File: src/pkg/ssr_pkg.sv
// Purpose: shared constants and types of the synchronous serial port
// Assumes: 32-bit AXI4-Lite register bus, one aligned word per register
// Notes: registers are 8 bits wide and sit in the low byte of each word
package ssr_pkg;

  // ----------------------------------------------------------------
  // register offsets (byte addresses)
  // ----------------------------------------------------------------
  localparam logic [7:0] OFF_TX_CTRL = 8'h00;
  localparam logic [7:0] OFF_RX_CTRL = 8'h04;
  localparam logic [7:0] OFF_RX_DATA = 8'h08;
  localparam logic [7:0] OFF_TX_DATA = 8'h0c;
  localparam logic [7:0] OFF_DIV_LO = 8'h10;
  localparam logic [7:0] OFF_DIV_HI = 8'h14;
  localparam logic [7:0] OFF_BAUD_CTRL = 8'h18;
  localparam logic [7:0] OFF_IRQ_CTRL = 8'h1c;

  // ----------------------------------------------------------------
  // field positions
  // ----------------------------------------------------------------
  localparam int TX_MASTER = 7;
  localparam int TX_NINE = 6;
  localparam int TX_EN = 5;
  localparam int TX_SYNC = 4;
  localparam int TX_EMPTY = 1;
  localparam int TX_NINTH = 0;
  localparam int RX_SERIAL_PORT_ENABLE = 7;
  localparam int RX_NINE = 6;
  localparam int RX_SINGLE_RECEIVE_ENABLE = 5;
  localparam int RX_CONTINUOUS_RECEIVE_ENABLE = 4;
  localparam int RX_OVERRUN_FLAG = 1;
  localparam int RX_NINTH = 0;
  localparam int BC_IDLE = 6;
  localparam int BC_SCKP = 4;
  localparam int IQ_RECEIVE_IRQ_ENABLE = 0;
  localparam int IQ_TRANSMIT_IRQ_ENABLE = 1;
  localparam int IQ_PERIPHERAL_IRQ_ENABLE = 2;
  localparam int IQ_GIE = 3;
  localparam int IQ_RECEIVE_READY_FLAG = 6;
  localparam int IQ_TRANSMIT_BUFFER_FLAG = 7;

  // ----------------------------------------------------------------
  // values and sizes
  // ----------------------------------------------------------------
  localparam logic [1:0] RESP_OKAY = 2'h0;
  localparam logic [1:0] RESP_SLVERR = 2'h2;
  localparam logic [15:0] DIV_RESET = 16'h0000;
  localparam logic [3:0] BITS_8 = 4'h8;
  localparam logic [3:0] BITS_9 = 4'h9;
  localparam logic [1:0] FIFO_DEPTH = 2'h2;

  typedef struct packed {
    logic master;
    logic nine;
    logic en;
    logic sync;
    logic ninth;
  } ssr_txctl_t;

  typedef struct packed {
    logic serial_port_enable;
    logic nine;
    logic single_receive_enable;
    logic continuous_receive_enable;
  } ssr_rxctl_t;

  typedef struct packed {
    logic global_irq_enable;
    logic peripheral_irq_enable;
    logic transmit_irq_enable;
    logic receive_irq_enable;
  } ssr_irqen_t;

endpackage

File: src/core/ssr_port.sv
// Purpose: synchronous serial port, master or slave, with AXI4-Lite registers
// Assumes: I_CLOCK at 200 MHz; link clock far slower, sampled by I_CLOCK
// Notes: clock and data pins are split into in, out and output enable
//
// Design decisions made here: the register addresses and register access over AXI4-Lite.
`timescale 1ns/100ps

module ssr_port #(
  parameter int ADDR_W = 8
) (
  input wire logic I_CLOCK,
  input wire logic I_RSTN,
  input wire logic I_AWVALID,
  output logic O_AWREADY,
  input wire logic [ADDR_W-1:0] I_AWADDR,
  input wire logic I_WVALID,
  output logic O_WREADY,
  input wire logic [31:0] I_WDATA,
  input wire logic [3:0] I_WSTRB,
  output logic O_BVALID,
  input wire logic I_BREADY,
  output logic [1:0] O_BRESP,
  input wire logic I_ARVALID,
  output logic O_ARREADY,
  input wire logic [ADDR_W-1:0] I_ARADDR,
  output logic O_RVALID,
  input wire logic I_RREADY,
  output logic [31:0] O_RDATA,
  output logic [1:0] O_RRESP,
  input wire logic I_CK_IN,
  output logic O_CK_OUT,
  output logic O_CK_OE,
  input wire logic I_DT_IN,
  output logic O_DT_OUT,
  output logic O_DT_OE,
  input wire logic I_SLEEP,
  output logic O_WAKE,
  output logic O_ISR_REQ
);

  // ----------------------------------------------------------------
  // declarations
  // ----------------------------------------------------------------
  ssr_pkg::ssr_txctl_t txc;
  ssr_pkg::ssr_rxctl_t rxc;
  ssr_pkg::ssr_irqen_t irqen;
  logic [15:0] divisor;
  logic sckp;
  logic aw_hold, w_hold;
  logic [ADDR_W-1:0] aw_addr, ar_addr;
  logic [31:0] w_data;
  logic w_lane0, do_write, do_read, wr_ok, rd_ok;
  logic [7:0] rd_byte;
  logic ck_m, ck_s, ck_q, dt_m, dt_s;
  logic sync_on, is_master, is_slave, rx_mode, tx_mode, rx_run;
  logic [15:0] div_cnt;
  logic mphase, mclk_run, tick, lead, trail;
  logic [8:0] hold, transmit_shift_register;
  logic hold_full, tx_busy, tx_wr, tx_last;
  logic [3:0] tx_cnt, rx_cnt, nbits_tx, nbits_rx;
  logic [8:0] receive_shift_register, next_rsr, rx_char;
  logic [8:0] fifo [2];
  logic [1:0] fifo_cnt;
  logic rx_done, pop, push_ok, overrun_evt, overrun_flag, overrun_flag_continuous_receive_enable;
  logic receive_ready_flag, transmit_buffer_flag;

  // ----------------------------------------------------------------
  // AXI4-Lite slave
  // ----------------------------------------------------------------
  assign O_AWREADY = !aw_hold && !O_BVALID;
  assign O_WREADY = !w_hold && !O_BVALID;
  assign O_ARREADY = !O_RVALID;
  assign do_write = aw_hold && w_hold && !O_BVALID;
  assign do_read = I_ARVALID && O_ARREADY;

  function automatic logic mapped(input logic [ADDR_W-1:0] a);
    mapped = (a[1:0] == 2'h0) && (a <= ADDR_W'(ssr_pkg::OFF_IRQ_CTRL));
  endfunction

  assign wr_ok = mapped(aw_addr);
  assign rd_ok = mapped(I_ARADDR);

  function automatic logic wr_at(input logic [7:0] off);
    wr_at = do_write && wr_ok && w_lane0 && (aw_addr == ADDR_W'(off));
  endfunction

  always_ff @(posedge I_CLOCK or negedge I_RSTN) begin
    if (!I_RSTN) begin
      aw_hold <= 1'b0;
      w_hold <= 1'b0;
      aw_addr <= '0;
      w_data <= '0;
      w_lane0 <= 1'b0;
      O_BVALID <= 1'b0;
      O_BRESP <= ssr_pkg::RESP_OKAY;
    end else begin
      // address and data are taken in either order
      if (I_AWVALID && O_AWREADY) begin
        aw_hold <= 1'b1;
        aw_addr <= I_AWADDR;
      end
      if (I_WVALID && O_WREADY) begin
        w_hold <= 1'b1;
        w_data <= I_WDATA;
        w_lane0 <= I_WSTRB[0];
      end
      if (do_write) begin
        aw_hold <= 1'b0;
        w_hold <= 1'b0;
        O_BVALID <= 1'b1;
        O_BRESP <= wr_ok ? ssr_pkg::RESP_OKAY : ssr_pkg::RESP_SLVERR;
      end else if (O_BVALID && I_BREADY) begin
        O_BVALID <= 1'b0;
      end
    end
  end

  always_comb begin
    rd_byte = 8'h00;
    case (I_ARADDR[7:0])
      ssr_pkg::OFF_TX_CTRL: begin
        rd_byte[ssr_pkg::TX_MASTER] = txc.master;
        rd_byte[ssr_pkg::TX_NINE] = txc.nine;
        rd_byte[ssr_pkg::TX_EN] = txc.en;
        rd_byte[ssr_pkg::TX_SYNC] = txc.sync;
        rd_byte[ssr_pkg::TX_EMPTY] = !tx_busy;
        rd_byte[ssr_pkg::TX_NINTH] = txc.ninth;
      end
      ssr_pkg::OFF_RX_CTRL: begin
        rd_byte[ssr_pkg::RX_SERIAL_PORT_ENABLE] = rxc.serial_port_enable;
        rd_byte[ssr_pkg::RX_NINE] = rxc.nine;
        rd_byte[ssr_pkg::RX_SINGLE_RECEIVE_ENABLE] = rxc.single_receive_enable;
        rd_byte[ssr_pkg::RX_CONTINUOUS_RECEIVE_ENABLE] = rxc.continuous_receive_enable;
        rd_byte[ssr_pkg::RX_OVERRUN_FLAG] = overrun_flag;
        rd_byte[ssr_pkg::RX_NINTH] = fifo[0][8];
      end
      ssr_pkg::OFF_RX_DATA: rd_byte = fifo[0][7:0];
      ssr_pkg::OFF_DIV_LO: rd_byte = divisor[7:0];
      ssr_pkg::OFF_DIV_HI: rd_byte = divisor[15:8];
      ssr_pkg::OFF_BAUD_CTRL: begin
        rd_byte[ssr_pkg::BC_IDLE] = (rx_cnt == 4'h0);
        rd_byte[ssr_pkg::BC_SCKP] = sckp;
      end
      ssr_pkg::OFF_IRQ_CTRL: rd_byte = {transmit_buffer_flag, receive_ready_flag, 2'h0, irqen};
      default: rd_byte = 8'h00;
    endcase
  end

  always_ff @(posedge I_CLOCK or negedge I_RSTN) begin
    if (!I_RSTN) begin
      ar_addr <= '0;
      O_RVALID <= 1'b0;
      O_RDATA <= '0;
      O_RRESP <= ssr_pkg::RESP_OKAY;
    end else if (do_read) begin
      ar_addr <= I_ARADDR;
      O_RVALID <= 1'b1;
      O_RDATA <= {24'h000000, rd_ok ? rd_byte : 8'h00};
      O_RRESP <= rd_ok ? ssr_pkg::RESP_OKAY : ssr_pkg::RESP_SLVERR;
    end else if (O_RVALID && I_RREADY) begin
      O_RVALID <= 1'b0;
    end
  end

  assign pop = do_read && (I_ARADDR == ADDR_W'(ssr_pkg::OFF_RX_DATA)) && (fifo_cnt != 2'h0);

  // ----------------------------------------------------------------
  // control registers
  // ----------------------------------------------------------------
  always_ff @(posedge I_CLOCK or negedge I_RSTN) begin
    if (!I_RSTN) begin
      txc <= '0;
      irqen <= '0;
      divisor <= ssr_pkg::DIV_RESET;
      sckp <= 1'b0;
    end else begin
      if (wr_at(ssr_pkg::OFF_TX_CTRL)) begin
        txc <= {w_data[ssr_pkg::TX_MASTER], w_data[ssr_pkg::TX_NINE], w_data[ssr_pkg::TX_EN],
                w_data[ssr_pkg::TX_SYNC], w_data[ssr_pkg::TX_NINTH]};
      end
      if (wr_at(ssr_pkg::OFF_IRQ_CTRL)) begin
        irqen <= w_data[3:0];
      end
      if (wr_at(ssr_pkg::OFF_DIV_LO)) begin
        divisor[7:0] <= w_data[7:0];
      end
      if (wr_at(ssr_pkg::OFF_DIV_HI)) begin
        divisor[15:8] <= w_data[7:0];
      end
      if (wr_at(ssr_pkg::OFF_BAUD_CTRL)) begin
        sckp <= w_data[ssr_pkg::BC_SCKP];
      end
    end
  end

  // hardware clear of single receive comes last so it wins
  always_ff @(posedge I_CLOCK or negedge I_RSTN) begin
    if (!I_RSTN) begin
      rxc <= '0;
    end else begin
      if (wr_at(ssr_pkg::OFF_RX_CTRL)) begin
        rxc <= {w_data[ssr_pkg::RX_SERIAL_PORT_ENABLE], w_data[ssr_pkg::RX_NINE],
                w_data[ssr_pkg::RX_SINGLE_RECEIVE_ENABLE], w_data[ssr_pkg::RX_CONTINUOUS_RECEIVE_ENABLE]};
      end
      if (rx_done && is_master) begin
        rxc.single_receive_enable <= 1'b0;
      end
    end
  end

  // ----------------------------------------------------------------
  // pin synchronisers and modes
  // ----------------------------------------------------------------
  always_ff @(posedge I_CLOCK or negedge I_RSTN) begin
    if (!I_RSTN) begin
      ck_m <= 1'b0;
      ck_s <= 1'b0;
      ck_q <= 1'b0;
      dt_m <= 1'b0;
      dt_s <= 1'b0;
    end else begin
      ck_m <= I_CK_IN;
      ck_s <= ck_m;
      ck_q <= ck_s;
      dt_m <= I_DT_IN;
      dt_s <= dt_m;
    end
  end

  assign sync_on = txc.sync && rxc.serial_port_enable;
  assign is_master = sync_on && txc.master;
  assign is_slave = sync_on && !txc.master;
  assign rx_mode = rxc.single_receive_enable || rxc.continuous_receive_enable;
  assign tx_mode = sync_on && !rx_mode && txc.en;
  // slave ignores single enable; blocked in overrun
  assign rx_run = (is_master ? rx_mode : (is_slave && rxc.continuous_receive_enable)) && !overrun_flag;

  // ----------------------------------------------------------------
  // bit clock: master divider or slave edge detection
  // ----------------------------------------------------------------
  assign mclk_run = is_master && ((rx_mode && !overrun_flag) || (tx_mode && tx_busy));
  assign tick = mclk_run && (div_cnt == divisor);

  // clock stops at once when idle
  always_ff @(posedge I_CLOCK or negedge I_RSTN) begin
    if (!I_RSTN) begin
      div_cnt <= '0;
      mphase <= 1'b0;
    end else if (!mclk_run) begin
      div_cnt <= '0;
      mphase <= 1'b0;
    end else if (tick) begin
      div_cnt <= '0;
      mphase <= !mphase;
    end else begin
      div_cnt <= div_cnt + 16'h0001;
    end
  end

  // leading edge leaves the idle level, trailing edge returns to it
  always_comb begin
    if (is_master) begin
      lead = tick && !mphase;
      trail = tick && mphase;
    end else begin
      lead = is_slave && ((ck_s ^ sckp) && !(ck_q ^ sckp));
      trail = is_slave && (!(ck_s ^ sckp) && (ck_q ^ sckp));
    end
  end

  // slave leaves the clock line undriven
  assign O_CK_OE = is_master;
  assign O_CK_OUT = mphase ^ sckp;
  assign O_DT_OE = tx_mode;

  // ----------------------------------------------------------------
  // transmitter
  // ----------------------------------------------------------------
  assign nbits_tx = txc.nine ? ssr_pkg::BITS_9 : ssr_pkg::BITS_8;
  assign tx_wr = wr_at(ssr_pkg::OFF_TX_DATA) && rxc.serial_port_enable;
  assign tx_last = tx_busy && trail && (tx_cnt == nbits_tx - 4'h1);
  // flag rises only once the held word has moved on or serial_port_enable drops
  assign transmit_buffer_flag = !hold_full;

  always_ff @(posedge I_CLOCK or negedge I_RSTN) begin
    if (!I_RSTN) begin
      hold <= '0;
      hold_full <= 1'b0;
      transmit_shift_register <= '0;
      tx_busy <= 1'b0;
      tx_cnt <= '0;
      O_DT_OUT <= 1'b0;
    end else if (!rxc.serial_port_enable) begin
      hold_full <= 1'b0;
      tx_busy <= 1'b0;
      tx_cnt <= '0;
    end else begin
      // first word to shifter, second stays held
      if (!tx_busy && hold_full && tx_mode) begin
        transmit_shift_register <= hold;
        tx_busy <= 1'b1;
        tx_cnt <= '0;
        hold_full <= 1'b0;
      end
      if (tx_wr) begin
        hold <= {txc.ninth, w_data[7:0]};
        hold_full <= 1'b1;
      end
      if (tx_busy && lead) begin
        O_DT_OUT <= transmit_shift_register[0];
        transmit_shift_register <= {1'b0, transmit_shift_register[8:1]};
      end
      if (tx_busy && trail) begin
        tx_cnt <= tx_cnt + 4'h1;
      end
      if (tx_last || (tx_busy && !tx_mode)) begin
        tx_busy <= 1'b0;
      end
    end
  end

  // ----------------------------------------------------------------
  // receiver and two-entry FIFO
  // ----------------------------------------------------------------
  // nine bits when enabled
  assign nbits_rx = rxc.nine ? ssr_pkg::BITS_9 : ssr_pkg::BITS_8;
  assign next_rsr = {dt_s, receive_shift_register[8:1]};
  assign rx_done = rx_run && trail && (rx_cnt == nbits_rx - 4'h1);
  assign rx_char = rxc.nine ? next_rsr : {1'b0, next_rsr[8:1]};
  assign overrun_evt = rx_done && (fifo_cnt == ssr_pkg::FIFO_DEPTH) && !pop;
  assign push_ok = rx_done && !overrun_evt;
  assign receive_ready_flag = (fifo_cnt != 2'h0);

  always_ff @(posedge I_CLOCK or negedge I_RSTN) begin
    if (!I_RSTN) begin
      receive_shift_register <= '0;
      rx_cnt <= '0;
    end else if (!rx_run) begin
      rx_cnt <= '0;
    end else if (trail) begin
      receive_shift_register <= next_rsr;
      rx_cnt <= rx_done ? 4'h0 : rx_cnt + 4'h1;
    end
  end

  always_ff @(posedge I_CLOCK or negedge I_RSTN) begin
    if (!I_RSTN) begin
      fifo[0] <= '0;
      fifo[1] <= '0;
      fifo_cnt <= '0;
    end else if (!rxc.serial_port_enable) begin
      fifo_cnt <= '0;
    end else begin
      case ({push_ok, pop})
        2'b10: begin
          fifo[fifo_cnt[0]] <= rx_char;
          fifo_cnt <= fifo_cnt + 2'h1;
        end
        2'b01: begin
          fifo[0] <= fifo[1];
          fifo_cnt <= fifo_cnt - 2'h1;
        end
        2'b11: begin
          if (fifo_cnt == 2'h1) begin
            fifo[0] <= rx_char;
          end else begin
            fifo[0] <= fifo[1];
            fifo[1] <= rx_char;
          end
        end
        default: begin
        end
      endcase
    end
  end

  // set wins over every clear
  always_ff @(posedge I_CLOCK or negedge I_RSTN) begin
    if (!I_RSTN) begin
      overrun_flag <= 1'b0;
      overrun_flag_continuous_receive_enable <= 1'b0;
    end else if (overrun_evt) begin
      overrun_flag <= 1'b1;
      overrun_flag_continuous_receive_enable <= rxc.continuous_receive_enable;
    end else if (!rxc.serial_port_enable) begin
      overrun_flag <= 1'b0;
    end else if (overrun_flag_continuous_receive_enable ? !rxc.continuous_receive_enable : pop) begin
      // read clears a single-receive overrun; continuous enable drop clears a continuous one
      overrun_flag <= 1'b0;
    end
  end

  // ----------------------------------------------------------------
  // wake and service requests
  // ----------------------------------------------------------------
  // transmit and receive wake, both only while asleep
  assign O_WAKE = I_SLEEP && irqen.peripheral_irq_enable && ((transmit_buffer_flag && irqen.transmit_irq_enable) || (receive_ready_flag && irqen.receive_irq_enable));
  assign O_ISR_REQ = irqen.global_irq_enable && irqen.peripheral_irq_enable
                     && ((transmit_buffer_flag && irqen.transmit_irq_enable) || (receive_ready_flag && irqen.receive_irq_enable));
endmodule

File: config.mk
export PLATFORM = sky130hd
export DESIGN_NAME = ssr_port
export DESIGN_NICKNAME = d
export VERILOG_FILES = /design/src/pkg/ssr_pkg.sv /design/src/core/ssr_port.sv
export SDC_FILE = /design/constraint.sdc
export NUM_CORES = 1
export LEC_CHECK = 0
export BUFFER_PORTS_ARGS = -buffer_cell sky130_fd_sc_hd__buf_2
export CAP_MARGIN = 20
export CELL_PAD_IN_SITES_DETAIL_PLACEMENT = 1
export CELL_PAD_IN_SITES_GLOBAL_PLACEMENT = 2
export CORE_MARGIN = 3
export CORE_UTILIZATION = 41
export CTS_CLUSTER_SIZE = 16
export DETAILED_ROUTE_END_ITERATION = 8
export PLACE_DENSITY_LB_ADDON = 0.1
export SETUP_SLACK_MARGIN = 0.2
export SYNTH_ARGS = -nofsm -noshare
export SYNTH_HDL_FRONTEND = slang
export SYNTH_SLANG_ARGS = --single-unit
export TNS_END_PERCENT = 20
File: constraint.sdc
create_clock -name I_CLOCK -period 3.9 [get_ports I_CLOCK]
set_input_delay 0.39 -clock I_CLOCK [delete_from_list [all_inputs] [get_ports I_CLOCK]]
set_output_delay 0.39 -clock I_CLOCK [all_outputs]
set_load 0.01 [all_outputs]
==> out/qor.yml, run 1 <==
run_status:
  outcome: "complete, no violations"
clock_network:
  clk_pin_slew_worst_paths_ns: 0.06
  cts_inserted_buffers: 17
  htreeDepth: 4
  cts_resized: 0
  cts_root_buf: "clkbuf_16"
  cts_buffer_depth: 2
  hold_buffers: 0
  cts_setup_buffers: 0
  clock_sinks: 142
  clock_latency_ns: 0.42
  cts_tree: "done"
power_and_ir_drop:
  pwr_density_cell_nw_per_um2: 463
  leakagePower_nw: 3.87
  vdd_ir_drop_max_v: 0.000311
critical_path:
  crit_type: "flip-flop to flip-flop"
  start_kind: "flip-flop"
  worst-endpoint-arrival_ns: 3.14
  crit_slowest_cell: "o2111a_1"
  critical_path.max_fanout: 10
  worstPathRequired_ns: 4.20
  cp-end-kind: "flip-flop"
  slowest_delay_ns: 0.56
  path_cells: "xor2_1 -> nor4_1 -> nand4_1 -> nor3_1 -> o2111a_1 -> mux2_2"
yosys:
  synth.distinct_cells: 79
  yosysMostFrequentCell: "dfrtp_1"
  synth_edf_count: 0
  synth_area_leader_cell: "dfrtp_1"
  netlist_area_sq_um: 7260
  ys_top_cells_by_count: "dfrtp_1, mux2_2, nand2_1, nor2_1, buf_4"
  yosysWarnings: 0
  synth_flop_cell: "dfrtp_1"
  yosys-top-cells-area: "dfrtp_1, mux2_2, xor2_1"
  async_flop_share: 1.00
  synth-seq-cells: 142
  syn_inst: 624
  avgSynthCellArea_sq_um: 11.6
  ys_seq_area_frac: 0.489
  synth.top_cell.area_share: 0.489
die:
  num_io_pins: 109
  die-area_sq_um: 19400
  initial_utilization: 0.420
  num_rows: 48
  die_y_um: 139
  fp.dieW_um: 139
  core-area_sq_um: 17300
detailed_routing:
  dr_total_vias: 5113
  viasPerCell: 5.56
  wl_per_cell_um: 20.6
  drt-pass1-iter-count: 5
  ant_nets: 0
  drcViolationCount: 0
  drt-initial-drc-count: 281
  routed_wl_um: 18900
sta:
  fin_ws_ns: 1.06
  worst_pin_slew_ns: 1.03
  hold_viol: 0
  fmax_mhz: 352
  finalSetupTns_ns: 0
  finClkSkew_ns: 0.00631
  fin_crit_sh: 0.728
  setup_viol: 0
  period_needed_ns: 2.84
  slew_headroom: 0.311
  slew_violations: 0
  rsz0062_at_grt: "no"
placed_design:
  place_ws_ns: 1.09
  detailed_place_hpwl_um: 13400
  port_buffers: 55
  gp_congestion: 0.815
global_route:
  overflow: 0
  grt_max_degree: 108
  grt_pass1_wl_um: 30700
  grt_pass1_vias: 5510
  grtUsageTotal: 0.201
  antenna_found_initial: 0
cells_and_area:
  drive_gt1_frac: 0.306
  antenna_cells: 0
  fill_cells: 1910
  area_growth_pct: 13.4
  nets: 751
hold_path:
  hp-class: "input port to asynchronous set/reset pin"
run:
  max-cap-violations: 0
layout make-up:
| class | count | area, sq um | area share |
|---|---|---|---|
| Clock buffer | 21 | 450 | 0.0547 |
| Clock inverter | 11 | 133 | 0.0161 |
| Timing Repair Buffer | 61 | 327 | 0.0397 |
| Tap cell | 225 | 282 | 0.0342 |
| Multi-Input combinational cell | 446 | 3440 | 0.418 |
| Sequential cell | 142 | 3550 | 0.431 |
| Inverter | 14 | 52.6 | 0.00638 |
routing by layer:
layer | vias up | part of all wire | track usage
met5 | - | 0 | 0
li1 | 2351 | - | -
met1 | 2638 | 0.47 | 0.274
met2 | 106 | 0.48 | 0.324
met4 | 0 | 0.017 | 0.0649
met3 | 18 | 0.036 | 0.0397
cell families after synthesis:
logic type / Yosys count / share of synthesized area
DFF: 142 / 0.489
xor gates and xnor gates: 32 / 0.0386
other: 1 / 0.000516
AOI/OAI and AO/OA: 100 / 0.104
buffers and inverters: 61 / 0.0505
adders and majority gates: 7 / 0.0121
and+or+nand+nor: 165 / 0.128
muxes: 116 / 0.177
worst paths after layout:
path / start / cells past startpoint / to / slack [ns]
min reg2reg: ck_m / 0 / ck_s / 0.35
max in group asynchronous: I_RSTN / 2 / div_cnt[1] / 2.90
max reg2reg: div_cnt[9] / 6 / transmit_shift_register[3] / 1.06
min in group I_CLOCK: I_DT_IN / 1 / dt_m / 0.07
max: div_cnt[9] / 6 / transmit_shift_register[3] / 1.06
min: I_RSTN / 1 / rx_cnt[3] / 0.06
critical path: cells and delay by family, from the launching register on:
| kind | cells | cell delay (ns) |
|---|---|---|
| simple gates | 3 | 1.11 |
| mux | 1 | 0.41 |
| xor+xnor | 1 | 0.19 |
| compound gates | 1 | 0.56 |
| flops | 1 | 0.46 |
sequential cells by signal, summed over array words and instances (netlist names), 5 cells and up:
signal	cells
O_RDATA	8
aw_addr	8
div_cnt	16
divisor	16
fifo	18
hold	9
receive_shift_register	8
transmit_shift_register	9
txc	5
w_data	8
metrics by stage:
stage / hold slack [ns] / std cells / power (mW) / util / cell area [sq um]
2_1_floorplan: 0.0944 / 649 / 2.02 / - / 7360
3_5_place_dp: 0.337 / 888 / 2.23 / 0.442 / 7650
6_report: 0.0554 / 920 / 3.81 / 0.476 / 8240
3_3_place_gp: 0.334 / 888 / 2.20 / 0.442 / 7650
5_1_grt: 0.0486 / 920 / 4.00 / 0.476 / 8240
4_1_cts: 0.0584 / 920 / 3.87 / 0.476 / 8240
placed cells by master (no fill, tap or decap), drive strengths merged, types with 4 or more instances in the layout:
cell / synthesis / layout
a221oi: 6 / 6
nor4: 6 / 6
clkbuf: 11 / 21
and3: 13 / 13
nor3: 8 / 8
a21o: 6 / 6
o221ai: 8 / 8
conb: 1 / 26
nor2b: 7 / 7
mux2i: 18 / 18
a21oi: 9 / 9
nand3b: 4 / 4
a31oi: 6 / 6
o22ai: 7 / 7
o21ai: 19 / 19
o311ai: 10 / 10
buf: 36 / 61
a22oi: 4 / 4
dfrtp: 142 / 142
nand4: 6 / 6
nor2: 33 / 33
inv: 14 / 18
xor2: 25 / 25
nand2: 41 / 41
xnor2: 7 / 7
or3: 4 / 4
and2: 6 / 6
nand3: 13 / 13
clkinv: 0 / 4
mux2: 98 / 98
ha: 7 / 7
power breakdown:
part / total, mW / switching, mW / internal, mW
clock: 1.62 / 0.655 / 0.969
combinational: 0.416 / 0.223 / 0.192
sequential: 1.77 / 0.169 / 1.60
(Power assumes the default switching activity.)
==> run 2: changes to the inputs <==
--- a/config.mk
+++ b/config.mk
@@ -10,7 +10,7 @@
 export CELL_PAD_IN_SITES_DETAIL_PLACEMENT = 1
 export CELL_PAD_IN_SITES_GLOBAL_PLACEMENT = 2
 export CORE_MARGIN = 3
-export CORE_UTILIZATION = 41
+export CORE_UTILIZATION = 38
 export CTS_CLUSTER_SIZE = 16
 export DETAILED_ROUTE_END_ITERATION = 8
 export PLACE_DENSITY_LB_ADDON = 0.1
==> constraint.sdc (replaced) <==
create_clock -name I_CLOCK -period 2.87 [get_ports I_CLOCK]
set_input_delay 0.287 -clock I_CLOCK [delete_from_list [all_inputs] [get_ports I_CLOCK]]
set_output_delay 0.287 -clock I_CLOCK [all_outputs]
set_load 0.01 [all_outputs]
==> out/qor.yml, run 2 (synthesis results as in run 1) <==
run_status:
  outcome: "complete, no violations"
detailed_routing:
  wirelength_met1_um: 9430  # +5.6%
  drt-initial-drc-count: 272  # -3.2%
  viasPerCell: 5.45  # -1.9%
  wl_met3_um: 798  # +17%
  routed_wl_um: 19300  # +1.7%
  drcViolationCount: 0  # unchanged
  ant_nets: 0  # unchanged
  wl_per_cell_um: 20.4  # -0.69%
  dr_total_vias: 5138  # +0.49%
  drt-pass1-iter-count: 4  # -1
  wl_met2_um: 8780  # -2.5%
  top_layer: "met4"
critical_path:
  crit_buf_inv: 3  # +3
  slowest_delay_ns: 0.47  # -0.09 ns
  crit_slowest_cell: "dfrtp_1"
  path_cells: "xor2_1 -> nor4_2 -> nand4_1 -> buf_4 -> o31ai_2 -> clkdlybuf4s15_2 -> buf_4 -> nor3_1 -> o31a_1"
  start_kind: "flip-flop"
  critical_path.max_fanout: 6  # -4
  worstPathRequired_ns: 3.18  # -1.02 ns
  cp-end-kind: "flip-flop"
  worst-endpoint-arrival_ns: 2.90  # -0.24 ns
  path_delay_family: "buffers and inverters"
  path_common_cell: "buf_4"
  crit_type: "flip-flop to flip-flop"
die:
  num_io_pins: 109  # unchanged
  die-area_sq_um: 20800  # +7.5%
  fp.dieW_um: 144  # +3.7%
  initial_utilization: 0.395  # -0.0250
  num_rows: 49  # +2.1%
  core-area_sq_um: 18400  # +6.3%
  die_y_um: 144  # +3.7%
sta:
  finClkSkew_ns: 0.0135  # +0.00715 ns
  fin_crit_sh: 0.904  # +0.176
  period_needed_ns: 2.59  # -0.246 ns
  fin_ws_ns: 0.276  # -0.784 ns
  hold_viol: 0  # unchanged
  worst_pin_slew_ns: 0.685  # -0.349 ns
  finalSetupTns_ns: 0  # unchanged
  holdWs_ns: 0.0409  # -0.0145 ns
  fmax_mhz: 386  # +9.5%
  rsz0062_at_grt: "yes"
  slew_headroom: 0.542  # +0.232
  setup_viol: 0  # unchanged
  slew_violations: 0  # unchanged
cells_and_area:
  largest_reg_flops: 18  # unchanged
  layout_commonest_cell: "dfrtp_1"
  top_regs: "fifo x18, div_cnt x16, divisor x16"
  final_cell_mix: "dfrtp_1, mux2_2, buf_2"
  area_growth_pct: 16.5
  drive_gt1_frac: 0.331  # +0.0245
  nets: 769  # +2.4%
  regMostFlops: "fifo"
  finish.utilization: 0.460  # -0.0159
  final_area_sq_um: 8460  # +2.8%
  antenna_cells: 0  # unchanged
  fill_cells: 1995  # +4.5%
  ff_latch_area_sq_um: 3550  # unchanged
  multi_input_area_sq_um: 3470  # +0.87%
placed_design:
  gp_congestion: 0.816  # about the same
  port_buffers: 55  # unchanged
  detailed_place_hpwl_um: 14000  # +4.7%
  place_ws_ns: 0.262  # -0.827 ns
  post_dp_cell_area_sq_um: 7760  # +1.4%
clock_network:
  cts_inserted_buffers: 17  # unchanged
  clock_latency_ns: 0.43  # about the same
  cts_root_buf: "clkbuf_16"
  cts_tree: "done"
  clk_pin_slew_worst_paths_ns: 0.06  # about the same
  cts_buffer_depth: 2  # unchanged
  htreeDepth: 4  # unchanged
  clock_sinks: 142  # unchanged
global_route:
  grt_max_degree: 55  # -49%
  antenna_found_initial: 0  # unchanged
  grt_pass1_vias: 5428  # -1.5%
  grt_pass1_wl_um: 30600  # -0.47%
  overflow: 0  # unchanged
  grtUsageTotal: 0.193  # -0.00745
power_and_ir_drop:
  p_switching_mw: 1.45  # +38%
  sequentialPowerShare: 0.451  # -0.014
  leakagePower_nw: 3.98  # +3.0%
  pwr_density_cell_nw_per_um2: 630  # +36%
  vdd_ir_drop_max_v: 0.000402  # +29%
  switching_share: 0.272  # -0.00250
  combPwrFrac: 0.114  # +0.005
  p_int_mw: 3.88  # +40%
  p_clk_frac: 0.435  # +0.009
hold_path:
  hp-class: "input port to flip-flop"
run:
  max-cap-violations: 0  # unchanged
## run 2: cell types whose count changed in the layout (fill, tap and decap cells not counted), sizes merged
cell           delta
buf              +14
bufinv            +1
clkbuf            -3
clkdlybuf4s15     +1
clkinvlp          +1
dlygate4sd3       +3
inv               +1
## run 2: worst paths after layout
kind	cells past startpoint	slack (ns)	end	start
hold reg to reg	0	0.36	ck_s	ck_m
min in group asynchronous	2	0.40	rx_cnt[3]	I_RSTN
setup reg to reg	9	0.28	fifo[16]	div_cnt[8]
setup / recovery	9	0.28	fifo[16]	div_cnt[8]
hold / removal	2	0.04	O_RVALID	I_RREADY
max in group asynchronous	3	1.73	w_data[2]	I_RSTN
## run 2: area by class of cell
type	instances	share of cell area
flip-flops and latches	142	0.420
multi-input cells	446	0.410
repair buffers	79	0.0574
clock buffers	18	0.0519
well taps	229	0.0339
clock inverters	14	0.0211
inverters	14	0.00621
## run 2: metal layers
metal / global-route usage / vias to the layer above
li1: - / 2388
met1: 0.275 / 2621
met2: 0.301 / 113
met3: 0.0440 / 16
met4: 0.0511 / 0
met5: 0 / -
## run 2: power by group through the flow
| stage | logic (mW) | registers (mW) | clock network, mW |
|---|---|---|---|
| 2_1_floorplan | 0.402 | 2.35 | 0 |
| 3_3_place_gp | 0.569 | 2.45 | 0 |
| 3_5_place_dp | 0.585 | 2.45 | 0 |
| 4_1_cts | 0.593 | 2.42 | 2.39 |
| 5_1_grt | 0.675 | 2.44 | 2.48 |
| 6_report | 0.606 | 2.40 | 2.32 |
## run 2: what timing repair did
item / 4_1_cts / 5_1_grt
pin swaps: 0 / 1
resized for setup: 1 / 5
buffers inserted: 0 / 2
hold buffers: 3 / 0
hold endpoints to repair: 53 / 0
gates cloned: 0 / 1
setup endpoints to repair: 2 / 18
## run 2: metrics by stage
| step | power (mW) | cells |
|---|---|---|
| global placement | 3.02 | 904 |
| CTS | 5.40 | 939 |
| global route | 5.59 | 942 |
| finish | 5.33 | 942 |
| floorplan | 2.75 | 649 |
| detailed placement | 3.04 | 904 |
